===== src/hw/csaseq_consts.svh =====
// constants for the current sense amplifier sequencer
// assumes a 50 MHz reference clock
`ifndef CSASEQ_CONSTS_SVH
`define CSASEQ_CONSTS_SVH
`define CSASEQ_CLK_MHZ 50
`define CSASEQ_TRIM_TIME_US 100
`define CSASEQ_TRIM_CYCLES (`CSASEQ_TRIM_TIME_US * `CSASEQ_CLK_MHZ)
`define CSASEQ_GAIN_5 2'h0
`define CSASEQ_GAIN_10 2'h1
`define CSASEQ_GAIN_20 2'h2
`define CSASEQ_GAIN_40 2'h3
`define CSASEQ_NCH 3
`endif


===== src/hw/csaseq_pkg.sv =====
// types for the current sense amplifier sequencer
// assumes csaseq_consts.svh is available
package csaseq_pkg;
    typedef enum logic [2:0] {
        CSASEQ_IDLE = 3'h1,
        CSASEQ_TRIM = 3'h2,
        CSASEQ_HOLD = 3'h4
    } csaseq_state_t;

    // per-channel analog switch controls
    typedef struct packed {
        logic inputs_short;
        logic load_disconnect;
        logic trim_run;
        logic trim_done;
        logic pos_to_switch_node;
        logic monitor_ref_neg;
        logic amp_enable;
        logic output_valid;
    } csaseq_chan_ctl_t;
endpackage


===== src/hw/csaseq_top.sv =====
// sequencer for three low-side current sense amplifiers
// assumes digital control inputs arrive asynchronously from pins
`timescale 1ns/1ps
`include "csaseq_consts.svh"

module csaseq_top
    import csaseq_pkg::*;
#(
    parameter int TRIM_CYCLES = `CSASEQ_TRIM_CYCLES
) (
    // clock and reset
    input wire logic REF_CLK_IN,
    input wire logic SYS_RST_IN,
    // calibration requests
    input wire logic [2:0] OFFSET_TRIM_REQUEST_IN,
    input wire logic CAL_PIN_IN,
    // configuration
    input wire logic [1:0] AMP_GAIN_IN,
    input wire logic REFERENCE_DIVIDER_SELECT_IN,
    input wire logic FET_DROP_SENSE_SELECT_IN,
    input wire logic LOWSIDE_MONITOR_REF_SELECT_IN,
    // gate drive timing
    input wire logic [2:0] LOWSIDE_ON_IN,
    input wire logic [2:0] DRIVE_WINDOW_DONE_IN,
    // analog controls
    output logic [1:0] EFFECTIVE_GAIN_OUT,
    output logic REF_BIDIRECTIONAL_OUT,
    output logic [2:0] INPUTS_SHORT_OUT,
    output logic [2:0] LOAD_DISCONNECT_OUT,
    output logic [2:0] TRIM_RUN_OUT,
    output logic [2:0] TRIM_DONE_OUT,
    output logic [2:0] POS_TO_SWITCH_NODE_OUT,
    output logic [2:0] MONITOR_REF_NEG_OUT,
    output logic [2:0] AMP_ENABLE_OUT,
    output logic [2:0] OUTPUT_VALID_OUT
);

    // the trim timer is 16 bits and needs at least two counts
    if (TRIM_CYCLES < 2 || TRIM_CYCLES > 65535) begin : g_bad_trim
        $error("TRIM_CYCLES out of range");
    end

    // ------------------------------------------------------------
    // input synchronisers
    // ------------------------------------------------------------
    // all slow control pins: 3 req, cal, 2 gain, div, fet, lsref, 3 on,
    // 3 window -> 15 bits
    localparam int NIN = 15;
    logic [NIN-1:0] raw;
    logic [NIN-1:0] s1_reg;
    logic [NIN-1:0] s2_reg;
    logic [NIN-1:0] s3_reg;
    logic [NIN-1:0] in_reg;

    assign raw = {OFFSET_TRIM_REQUEST_IN, CAL_PIN_IN, AMP_GAIN_IN,
                  REFERENCE_DIVIDER_SELECT_IN, FET_DROP_SENSE_SELECT_IN,
                  LOWSIDE_MONITOR_REF_SELECT_IN, LOWSIDE_ON_IN,
                  DRIVE_WINDOW_DONE_IN};

    always_ff @(posedge REF_CLK_IN) begin
        if (SYS_RST_IN) begin
            s1_reg <= '0;
            s2_reg <= '0;
            s3_reg <= '0;
        end else begin
            s1_reg <= raw;
            s2_reg <= s1_reg;
            s3_reg <= s2_reg;
        end
    end

    // a change counts only once the last two stages agree
    always_ff @(posedge REF_CLK_IN) begin
        if (SYS_RST_IN) begin
            in_reg <= '0;
        end else begin
            for (int i = 0; i < NIN; i++) begin
                if (s2_reg[i] == s3_reg[i]) begin
                    in_reg[i] <= s3_reg[i];
                end
            end
        end
    end

    logic [2:0] req_bits;
    logic cal_pin;
    logic [1:0] gain_prog;
    logic div_sel;
    logic fet_sel;
    logic lowside_monitor_ref_select;
    logic [2:0] ls_on;
    logic [2:0] win_done;

    assign req_bits = in_reg[14:12];
    assign cal_pin = in_reg[11];
    assign gain_prog = in_reg[10:9];
    assign div_sel = in_reg[8];
    assign fet_sel = in_reg[7];
    assign lowside_monitor_ref_select = in_reg[6];
    assign ls_on = in_reg[5:3];
    assign win_done = in_reg[2:0];

    // ------------------------------------------------------------
    // per-channel calibration sequence
    // ------------------------------------------------------------
    logic [2:0] cal_req;
    assign cal_req = req_bits | {3{cal_pin}};

    csaseq_state_t state_reg [`CSASEQ_NCH];
    logic [15:0] timer_reg [`CSASEQ_NCH];
    logic [2:0] in_cal;
    logic [2:0] trimmed;

    always_ff @(posedge REF_CLK_IN) begin
        if (SYS_RST_IN) begin
            for (int c = 0; c < `CSASEQ_NCH; c++) begin
                state_reg[c] <= CSASEQ_IDLE;
                timer_reg[c] <= 16'h0000;
            end
        end else begin
            for (int c = 0; c < `CSASEQ_NCH; c++) begin
                case (state_reg[c])
                    CSASEQ_IDLE: begin
                        timer_reg[c] <= 16'h0000;
                        if (cal_req[c]) begin
                            state_reg[c] <= CSASEQ_TRIM;
                        end
                    end
                    CSASEQ_TRIM: begin
                        if (!cal_req[c]) begin
                            state_reg[c] <= CSASEQ_IDLE;
                            timer_reg[c] <= 16'h0000;
                        end else if (timer_reg[c] ==
                                     16'(TRIM_CYCLES - 1)) begin
                            state_reg[c] <= CSASEQ_HOLD;
                        end else begin
                            timer_reg[c] <= timer_reg[c] + 16'h0001;
                        end
                    end
                    CSASEQ_HOLD: begin
                        if (!cal_req[c]) begin
                            state_reg[c] <= CSASEQ_IDLE;
                            timer_reg[c] <= 16'h0000;
                        end
                    end
                    default: begin
                        state_reg[c] <= CSASEQ_IDLE;
                    end
                endcase
            end
        end
    end

    always_comb begin
        for (int c = 0; c < `CSASEQ_NCH; c++) begin
            in_cal[c] = state_reg[c] != CSASEQ_IDLE;
            trimmed[c] = state_reg[c] == CSASEQ_HOLD;
        end
    end

    // ------------------------------------------------------------
    // channel control decode
    // ------------------------------------------------------------
    function automatic csaseq_chan_ctl_t chan_ctl(
        input logic cal,
        input logic done,
        input logic fet,
        input logic lsref,
        input logic lson,
        input logic win
    );
        csaseq_chan_ctl_t r;
        r = '0;
        // calibration wins over the sense routing except monitor_ref_neg and amp_enable
        r.inputs_short = cal | (fet & !lson);
        r.load_disconnect = cal;
        r.trim_run = cal & !done;
        r.trim_done = done;
        r.pos_to_switch_node = fet & !cal;
        r.monitor_ref_neg = fet | lsref;
        r.amp_enable = !fet | (lson & win);
        r.output_valid = !cal & (!fet | (lson & win));
        return r;
    endfunction

    csaseq_chan_ctl_t ctl [`CSASEQ_NCH];
    always_comb begin
        for (int c = 0; c < `CSASEQ_NCH; c++) begin
            ctl[c] = chan_ctl(in_cal[c], trimmed[c], fet_sel, lowside_monitor_ref_select,
                              ls_on[c], win_done[c]);
        end
    end

    // ------------------------------------------------------------
    // output registers
    // ------------------------------------------------------------
    always_ff @(posedge REF_CLK_IN) begin
        if (SYS_RST_IN) begin
            EFFECTIVE_GAIN_OUT <= `CSASEQ_GAIN_5;
        end else if (|in_cal) begin
            EFFECTIVE_GAIN_OUT <= `CSASEQ_GAIN_40;
        end else begin
            EFFECTIVE_GAIN_OUT <= gain_prog;
        end
    end

    // divider removed means unidirectional unless a channel calibrates
    always_ff @(posedge REF_CLK_IN) begin
        if (SYS_RST_IN) begin
            REF_BIDIRECTIONAL_OUT <= 1'b1;
        end else if (|in_cal) begin
            REF_BIDIRECTIONAL_OUT <= 1'b1;
        end else begin
            REF_BIDIRECTIONAL_OUT <= !div_sel;
        end
    end

    // one flop per control so each analog switch sees a clean level
    always_ff @(posedge REF_CLK_IN) begin
        if (SYS_RST_IN) begin
            INPUTS_SHORT_OUT <= 3'h0;
        end else begin
            for (int c = 0; c < `CSASEQ_NCH; c++) begin
                INPUTS_SHORT_OUT[c] <= ctl[c].inputs_short;
            end
        end
    end

    always_ff @(posedge REF_CLK_IN) begin
        if (SYS_RST_IN) begin
            LOAD_DISCONNECT_OUT <= 3'h0;
        end else begin
            for (int c = 0; c < `CSASEQ_NCH; c++) begin
                LOAD_DISCONNECT_OUT[c] <= ctl[c].load_disconnect;
            end
        end
    end

    always_ff @(posedge REF_CLK_IN) begin
        if (SYS_RST_IN) begin
            TRIM_RUN_OUT <= 3'h0;
        end else begin
            for (int c = 0; c < `CSASEQ_NCH; c++) begin
                TRIM_RUN_OUT[c] <= ctl[c].trim_run;
            end
        end
    end

    always_ff @(posedge REF_CLK_IN) begin
        if (SYS_RST_IN) begin
            TRIM_DONE_OUT <= 3'h0;
        end else begin
            for (int c = 0; c < `CSASEQ_NCH; c++) begin
                TRIM_DONE_OUT[c] <= ctl[c].trim_done;
            end
        end
    end

    always_ff @(posedge REF_CLK_IN) begin
        if (SYS_RST_IN) begin
            POS_TO_SWITCH_NODE_OUT <= 3'h0;
        end else begin
            for (int c = 0; c < `CSASEQ_NCH; c++) begin
                POS_TO_SWITCH_NODE_OUT[c] <= ctl[c].pos_to_switch_node;
            end
        end
    end

    always_ff @(posedge REF_CLK_IN) begin
        if (SYS_RST_IN) begin
            MONITOR_REF_NEG_OUT <= 3'h0;
        end else begin
            for (int c = 0; c < `CSASEQ_NCH; c++) begin
                MONITOR_REF_NEG_OUT[c] <= ctl[c].monitor_ref_neg;
            end
        end
    end

    always_ff @(posedge REF_CLK_IN) begin
        if (SYS_RST_IN) begin
            AMP_ENABLE_OUT <= 3'h0;
        end else begin
            for (int c = 0; c < `CSASEQ_NCH; c++) begin
                AMP_ENABLE_OUT[c] <= ctl[c].amp_enable;
            end
        end
    end

    always_ff @(posedge REF_CLK_IN) begin
        if (SYS_RST_IN) begin
            OUTPUT_VALID_OUT <= 3'h0;
        end else begin
            for (int c = 0; c < `CSASEQ_NCH; c++) begin
                OUTPUT_VALID_OUT[c] <= ctl[c].output_valid;
            end
        end
    end

endmodule


===== config.mk =====
export PLATFORM = sky130hd
export DESIGN_NAME = csaseq_top
export DESIGN_NICKNAME = d
export VERILOG_FILES = /design/src/hw/csaseq_pkg.sv /design/src/hw/csaseq_top.sv
export VERILOG_INCLUDE_DIRS = /design/src /design/src/hw
export SDC_FILE = /design/constraint.sdc
export NUM_CORES = 1
export LEC_CHECK = 0
export BUFFER_PORTS_ARGS = -buffer_cell sky130_fd_sc_hd__clkbuf_2
export CELL_PAD_IN_SITES_DETAIL_PLACEMENT = 1
export CELL_PAD_IN_SITES_GLOBAL_PLACEMENT = 1
export CORE_ASPECT_RATIO = 0.7
export CORE_MARGIN = 4
export CORE_UTILIZATION = 40
export DETAILED_ROUTE_END_ITERATION = 8
export GPL_TIMING_DRIVEN = 0
export HOLD_SLACK_MARGIN = 0.03
export MAX_ROUTING_LAYER = met4
export PLACE_DENSITY_LB_ADDON = 0.1
export RECOVER_POWER = 50
export SLEW_MARGIN = 30
export SYNTH_ARGS = -nofsm -noshare
export SYNTH_HDL_FRONTEND = slang
export SYNTH_SLANG_ARGS = --single-unit
export TNS_END_PERCENT = 50

===== constraint.sdc =====
create_clock -name REF_CLK_IN -period 1.97 [get_ports REF_CLK_IN]
set_input_delay 0.0985 -clock REF_CLK_IN [delete_from_list [all_inputs] [get_ports REF_CLK_IN]]
set_output_delay 0.0985 -clock REF_CLK_IN [all_outputs]
set_load 0.05 [all_outputs]

==> run metrics, run 1 <==
CP required 2.05 ns; LEAKAGE 2.58 nW; vias in the first global route 4,423; layout cell share with drive strength beyond 1 18.5%; grt met1 use 24.4%; drt wl/cell 16.5 um; HPWL after detailed placement 8.99 mm; register area share after synthesis 59.6%; max reg flops 48; final worst setup slack -0.0780 ns; Initial Util 40.9%; Synth cell types 45; final period utilization 104%; EDFF count, synth 56; post-route insts no fill 856; 1st-iter DRT viols 199; Cell Area, Placed 6230 sq um; Slew HR 51.4%; Final setup viols 9; dpl cells 781; crit path capture type flop; drt first pass iters 4; startpoint type of the worst setup path flop; Pwr Density 1020 nW/um^2; Util after Layout 52.7%; asr flop ratio synth 0%; CTS tree built; Routed Wire Length 14.1 mm; Port Buffer Count 42; total of fill cells in the finished design 1,530; Nets 673; worst-skew pair later-pin latency 0.43 ns; met2 usage 28.7%; Row Count 36; Synth Net Count 565; vias per cell 5.08; post-place setup slack -0.618 ns; failing checks negative setup slack; first-pass GRT wire length 22.5 mm; RSZ-0062 raised after global routing yes; register bit count reported by yosys 142; Max-Cap Viols 0; top cells by count, synth 86 x dfxtp_1, 73 x nor2_1, 56 x edfxtp_1, 46 x nor2b_1, 30 x a21oi_1; I/O Pins 44; DR vias 4,351; clock sinks 142; Mean Syn Cell Area 10.5 sq um; Yosys warning total 0; Routed Antenna Nets 0; initial antenna violation count 0; Core Area 14,000 sq um; Syn Inst Count 545; CTS Buffer Depth 2; max-slew violation count 0; pin count of the biggest net entering global routing 17; Worst-Margin Slew 0.729 ns; HP Class primary input to flop; top cells by area, synth dfxtp_1 30%, edfxtp_1 29%, nor2b_1 5.0%; fmax 0.488 GHz; worst setup path category flop to flop; count of final hold-check violations 0; CTS H-tree depth 4; worst vdd ir 0.648 mV; status finished, violations left; top-count cell post-synth dfxtp_1; clk_skew 0.0138 ns; predominant post-synthesis flop cell dfxtp_1; routability congestion estimate 0.767; Arrival @ worst endpoint 2.13 ns; finished layout cell area 7360 sq um; share of the synthesized area in the top cell type 30.2%; area taken by multi-input logic gates 2370 sq um; Die W 151 um; full die area 16,300 sq um; Die Height 108 um; CP max FO 5; Reg area 3400 sq um; Hold WS 0.427 ns; Layout area overhead 28.8%; Synth area leader dfxtp_1; Root Driver clkbuf_16; n_diodes 0; GR Overflow Total 0; Min Clock Period, post-route 2.05 ns; cts bufs inserted 17; DRC 0; met3 Usage GRT 3.77%; Setup TNS -0.443 ns; GRT Util Overall 18.5%; Post-Syn Area 5710 sq um; GR peak layer met2; Clock transition at path regs 0.06 ns; total power 7.50 mW
-- cells by family after synthesis --
logic type / count (synthesis) / synth area share (%)
AND/OR/NAND/NOR: 255 / 23.8
XOR/XNOR: 44 / 6.75
flip-flops: 142 / 59.6
adder cells (fa/ha/maj): 3 / 0.658
AO/OA/AOI/OAI: 68 / 6.73
buffers and inverters: 33 / 2.41
-- worst max-delay path, stage by stage (launching register included) --
cell	delay (ns)
edfxtp_1	0.45
or3b_4	0.44
or3_4	0.39
o21a_1	0.23
o211ai_1	0.20
-- final cells by class --
type                       instances  share of cell area [%]
inverter                          11                   0.561
multi-input combinational        371                    32.3
buffer                            20                    1.46
clock buffer                      17                    5.78
tap                              190                    3.23
sequential                       142                    46.3
timing repair buffer              90                    7.81
clock inverter                    15                    2.62
-- placed cells by master, fill, tap and decap left out, drive strengths merged, types with 2 or more instances in the layout --
cell         synthesis  final
a21boi               2      2
a21oi               30     30
and2                 3      3
and3                 7      7
and4                 4      4
buf                  9     42
bufinv               0      2
clkbuf              13     70
clkinv               1      3
dfxtp               86     86
dlygate4sd3          0     15
edfxtp              56     56
ha                   3      3
inv                 10     20
nand2               29     29
nand2b               8      8
nand3               20     21
nand4               11     11
nand4b               2      2
nor2                73     73
nor2b               46     46
nor3                16     16
nor3b                3      3
nor4                13     13
nor4b                3      3
nor4bb               2      2
o211ai               6      6
o21a                 3      3
o21ai               22     22
o311ai               2      2
or3                  7      7
or3b                 5      5
xnor2               28     28
xor2                16     16
-- timing repair --
action	in CTS	in global routing
endpoints found under the setup margin	90	90
gates resized for setup	20	25
hold endpoints to repair	15	0
pin swaps	11	13
cloned	1	0
buffers inserted	12	17
hold buffers	15	0
-- where the power goes --
group          internal [mW]  switching (mW)
logic                  0.290           0.418
clock network           1.94            1.42
registers               3.26           0.174
-- final timing paths --
path / from / endpoint / slack [ns] / cells after the start
max: state_reg[1][1] / state_reg[1][1] / -0.08 / 4
min: DRIVE_WINDOW_DONE_IN[2] / s1_reg[2] / 0.43 / 3
max reg2reg: state_reg[1][1] / state_reg[1][1] / -0.08 / 4
min reg2reg: s1_reg[4] / s2_reg[4] / 0.44 / 1
-- routing by layer --
layer	up-vias	wire, um
met1	2149	6810
met2	57	6730
met5	-	0
li1	2131	-
met4	0	150
met3	14	391
Power figures use the tool's default switching activity.
==> run 2, diff against run 1 <==
PLACE_DENSITY = 0.71   (was unset)
PLACE_DENSITY_LB_ADDON = unset   (was 0.1)
==> run metrics, run 2 (synthesis gave the netlist of run 1 again) <==
CP required 2.05 ns (about the same); HPWL after detailed placement 9.18 mm (+2.1%); CTS Buffer Depth 2 (unchanged); max reg flops 48 (unchanged); Max-Cap Viols 0 (unchanged); most frequent cells in the layout 86 x dfxtp_1, 72 x nor2_1, 56 x edfxtp_1; Worst-Margin Slew 0.835 ns (+0.106 ns); Hold EP s1_reg[9]; I/O Pins 44 (unchanged); total of fill cells in the finished design 1,537 (+0.46%); Top Layer Used met4; Die Height 108 um (unchanged); status finished, violations left; Port Buffer Count 42 (unchanged); max-slew violation count 0 (unchanged); Switching Share 26.2% (-0.64 points); Clk network pwr share 42.1% (-2.7 points); drt first pass iters 4 (unchanged); crit path capture type flop; HP Class primary input to flop; DRC 0 (unchanged); M1 WL 6.73 mm (-1.2%); Arrival @ worst endpoint 2.18 ns (+0.05 ns); WHS Path Cells 3 (unchanged); sw power 1.89 mW (-5.9%); count of final hold-check violations 0 (unchanged); GRT Util Overall 19.4% (+0.93 points); cell-internal power 5.34 mW (-2.8%); vias in the first global route 4,685 (+5.9%); worst-skew pair later-pin latency 0.42 ns (about the same); DR vias 4,461 (+2.5%); Die W 151 um (unchanged); worst setup path category flop to flop; GR Overflow Total 0 (unchanged); Clock transition at path regs 0.07 ns (about the same); drt wl/cell 17.4 um (+5.8%); full die area 16,300 sq um (unchanged); vias per cell 5.12 (+0.65%); clk_skew 0.0103 ns (-0.00354 ns); Cell Area, Placed 6230 sq um (unchanged); R2R Path Start state_reg[1][0]; met3 WL post-DR 531 um (+36%); fmax 0.477 GHz (-2.3%); FF-to-FF End state_reg[1][2]; initial antenna violation count 0 (unchanged); sequential share of power 47.5% (+1.7 points); layout cell share with drive strength beyond 1 19.9% (+1.5 points); n_diodes 0 (unchanged); 1st-iter DRT viols 184 (-7.5%); r2r setup slk -0.13 ns (-0.05 ns); post-route insts no fill 872 (+1.9%); Slew HR 44.3% (-7.0 points); Pwr Density 973 nW/um^2 (-4.6%); Row Count 36 (unchanged); Final setup viols 9 (unchanged); finished layout cell area 7430 sq um (+1.0%); CTS H-tree depth 4 (unchanged); combinational share of power 10.3% (+0.9 points); clock sinks 142 (unchanged); Util after Layout 53.2% (+0.55 points); cts bufs inserted 17 (unchanged); pin count of the biggest net entering global routing 17 (unchanged); dpl cells 781 (unchanged); final period utilization 106% (+2.5 points); Core Area 14,000 sq um (unchanged); met2 wire len 7.74 mm (+15%); hold wc startpoint AMP_GAIN_IN[0]; RSZ-0062 raised after global routing yes; worst vdd ir 0.640 mV (-1.3%); Routed Wire Length 15.2 mm (+7.7%); failing checks negative setup slack; Initial Util 40.9% (unchanged); post-place setup slack -0.602 ns (+0.0169 ns); Routed Antenna Nets 0 (unchanged); routability congestion estimate 0.813 (+6.1%); Root Driver clkbuf_16; reg2reg path depth 5 (+1); startpoint type of the worst setup path flop; CTS tree built; CP max FO 4 (-1); Nets 689 (+2.4%); most common cell after layout, fill and taps aside dfxtp_1; final worst setup slack -0.126 ns (-0.0484 ns); Layout area overhead 30.2%; LEAKAGE 2.63 nW (+1.8%); Min Clock Period, post-route 2.10 ns (+0.0484 ns); first-pass GRT wire length 23.8 mm (+6.0%)
run 2: per-layer routing:
metal  up-vias  global-route usage [%]
li1       2156                       -
met3        16                    4.78
met4         0                    6.47
met2        82                    32.2
met5         -                       -
met1      2207                    23.4
run 2: power by group through the flow:
stage                     Clock (mW)  Sequential [mW]  Combinational [mW]
after detailed placement           0             3.49               0.581
after global placement             0             3.48               0.556
after floorplan                    0             3.56               0.305
after global routing            3.23             3.46               0.811
after CTS                       3.09             3.42               0.669
final                           3.05             3.44               0.747
run 2: layout make-up:
class                      instances  area, sq um  area share, %
buffer                            19         97.6           1.31
clock buffer                      22          485           6.53
clock inverter                    10         72.6          0.976
inverter                          11         41.3          0.556
multi-input combinational        371         2390           32.1
sequential                       142         3400           45.8
tap                              190          238           3.20
timing repair buffer             107          706           9.49
run 2: worst max path at each step:
stage / from / endpoint / slack, ns / cells past startpoint
after global routing: state_reg[1][0] / state_reg[1][2] / -0.20 / 5
after detailed placement: timer_reg[2][0] / timer_reg[2][7] / -0.60 / 5
after global placement: timer_reg[0][3] / timer_reg[0][13] / -0.51 / 5
after floorplan: state_reg[1][0] / timer_reg[1][0] / -0.06 / 5
final: state_reg[1][0] / state_reg[1][2] / -0.13 / 5
after CTS: state_reg[0][0] / state_reg[0][2] / -0.06 / 5
run 2: metrics by stage:
stage | power (mW) | hold WS (ns) | setup TNS (ns)
floorplan | 3.87 | 0.227 | -2.28
global placement | 4.03 | 0.310 | -29.44
detailed placement | 4.07 | 0.316 | -23.58
CTS | 7.18 | 0.408 | -1.02
global route | 7.50 | 0.444 | -4.19
finish | 7.23 | 0.428 | -0.699
run 2: timing repair:
item                                    in CTS  in global routing
hold endpoints to repair                    15                  0
hold buffers                                15                  0
resized for setup                           18                 31
pin swaps                                   11                 14
cloned                                       1                  0
buffers inserted                            18                 28
endpoints found under the setup margin      88                 86
run 2: critical path: stages (launching register included):
cell	delay [ns]
edfxtp_1	0.41
buf_8	0.14
or3b_4	0.40
or3_4	0.37
o21a_1	0.23
o211ai_1	0.20
==> run 3, diff against run 2 <==
==> constraint.sdc (replaced) <==
create_clock -name REF_CLK_IN -period 1.97 [get_ports REF_CLK_IN]
set_input_delay 0.394 -clock REF_CLK_IN [delete_from_list [all_inputs] [get_ports REF_CLK_IN]]
set_output_delay 0.394 -clock REF_CLK_IN [all_outputs]
set_load 0.05 [all_outputs]
==> run metrics, run 3 (synthesis gave the netlist of run 1 again) <==
GR Overflow Total 0 (unchanged); Max-Cap Viols 0 (unchanged); GRT Util Overall 19.1% (-0.28 points); final worst setup slack -0.122 ns (+0.00463 ns); Initial Util 40.9% (unchanged); most common cell after layout, fill and taps aside dfxtp_1; r2r setup slk -0.12 ns (about the same); HPWL after detailed placement 9.18 mm (unchanged); reg2reg path depth 5 (unchanged); Max stage delay on crit path 0.41 ns (about the same); CTS tree built; clock sinks 142 (unchanged); most frequent cells in the layout 86 x dfxtp_1, 72 x nor2_1, 56 x edfxtp_1; Root Driver clkbuf_16; DRC 0 (unchanged); Top delay family on crit path simple AND/OR/NAND/NOR gates; crit path cell chain buf_8 > or3b_4 > or3_4 > o21a_1 > o211ai_1; Arrival @ worst endpoint 2.18 ns (about the same); cts bufs inserted 17 (unchanged); Core Area 14,000 sq um (unchanged); startpoint type of the worst setup path flop; CTS Hold Bufs 0 (-15); WP depth 5 (unchanged); combinational share of power 10.1% (-0.2 points); final period utilization 106% (-0.24 points); Die W 151 um (unchanged); n_diodes 0 (unchanged); max-slew violation count 0 (unchanged); cell-internal power 5.32 mW (-0.30%); worst vdd ir 0.638 mV (-0.31%); Die Height 108 um (unchanged); CTS Buffer Depth 2 (unchanged); Clk network pwr share 42.2% (about the same); routability congestion estimate 0.813 (unchanged); clk_skew 0.0107 ns (+0.000460 ns); layout cell share with drive strength beyond 1 21.0% (+1.0 points); crit path capture type flop; count of final hold-check violations 0 (unchanged); worst-skew pair later-pin latency 0.42 ns (about the same); LEAKAGE 2.57 nW (-2.0%); Hold WS 0.187 ns (-0.242 ns); vias per cell 5.13 (+0.27%); HP Class primary input to flop; sequential share of power 47.7% (+0.2 points); CP Capture Point state_reg[1][2]; Min Clock Period, post-route 2.09 ns (-0.00463 ns); Switching Share 26.2% (about the same); 1st-iter DRT viols 200 (+8.7%); failing checks negative setup slack; fmax 0.478 GHz (+0.22%); drt wl/cell 17.5 um (+0.59%); Routed Wire Length 15.0 mm (-1.1%); CP bufs+invs 1 (unchanged); Nets 674 (-2.2%); CTS H-tree depth 4 (unchanged); slowest stage cell, crit path edfxtp_1; Slew HR 55.4% (+11 points); CP Launch Point state_reg[1][0]; R2R Path Start state_reg[1][0]; Clock transition at path regs 0.06 ns (about the same); Routed Antenna Nets 0 (unchanged); pin count of the biggest net entering global routing 17 (unchanged); drt first pass iters 4 (unchanged); Final setup viols 9 (unchanged); I/O Pins 44 (unchanged); total of fill cells in the finished design 1,553 (+1.0%); CP required 2.06 ns (about the same); Port Buffer Count 42 (unchanged); vias in the first global route 4,630 (-1.2%); first-pass GRT wire length 23.5 mm (-1.3%); Pwr Density 989 nW/um^2 (+1.6%); DR vias 4,396 (-1.5%); sw power 1.88 mW (-0.42%); worst setup path category flop to flop; total power 7.20 mW (-0.33%); full die area 16,300 sq um (unchanged); initial antenna violation count 0 (unchanged); FF-to-FF End state_reg[1][2]; Worst-Margin Slew 0.668 ns (-0.167 ns); Layout area overhead 27.7%; Util after Layout 52.2% (-1.0 points); Row Count 36 (unchanged); RSZ-0062 raised after global routing yes; max reg flops 48 (unchanged); WHS Path Cells 2 (-1); status finished, violations left; CP max FO 4 (unchanged)
==> run 3: layer usage <==
layer	up-vias	global-route usage, %	part of all wire (%)
met5	-	-	0
met4	0	6.47	1.3
met3	20	4.78	3.3
met2	83	31.2	50
met1	2167	23.4	45
li1	2126	-	-
==> run 3: timing repair <==
| item | 4_1_cts | 5_1_grt |
|---|---|---|
| cloned | 1 | 0 |
| gates resized for setup | 18 | 32 |
| setup endpoints to repair | 88 | 96 |
| endpoints found under the hold margin | 0 | 0 |
| pin swaps | 11 | 14 |
| setup buffers | 18 | 28 |
==> run 3: how the worst min path moves through the flow <==
stage,from,end,slack [ns]
after global placement,s1_reg[7],s2_reg[7],0.42
after floorplan,in_reg[8],REF_BIDIRECTIONAL_OUT,0.38
after detailed placement,s1_reg[3],s2_reg[3],0.42
after CTS,DRIVE_WINDOW_DONE_IN[2],s1_reg[2],0.17
after global routing,DRIVE_WINDOW_DONE_IN[2],s1_reg[2],0.18
final,DRIVE_WINDOW_DONE_IN[2],s1_reg[2],0.19
==> run 3: stage by stage <==
step,instances,setup TNS (ns),worst slack [ns],cell area [sq um]
floorplan,545,-2.28,-0.0638,5760
global placement,777,-38.27,-0.587,6210
detailed placement,781,-38.05,-0.602,6230
CTS,832,-1.02,-0.0583,7010
global route,857,-4.17,-0.201,7290
finish,857,-0.690,-0.122,7290
==> run 3: area by class of cell <==
type	count	area (sq um)	share of cell area, %
buffer	19	98.8	1.36
tap	190	238	3.26
inverter	11	41.3	0.567
clock inverter	10	72.6	0.996
timing repair buffer	92	558	7.66
sequential	142	3400	46.7
multi-input combinational	371	2390	32.8
clock buffer	22	485	6.66
==> run 3: power by group through the flow <==
| stage | sequential [mW] | combinational, mW | clock, mW |
|---|---|---|---|
| CTS | 3.42 | 0.646 | 3.09 |
| floorplan | 3.56 | 0.305 | 0 |
| global placement | 3.48 | 0.556 | 0 |
| finish | 3.44 | 0.727 | 3.04 |
| detailed placement | 3.49 | 0.581 | 0 |
| global route | 3.46 | 0.788 | 3.23 |
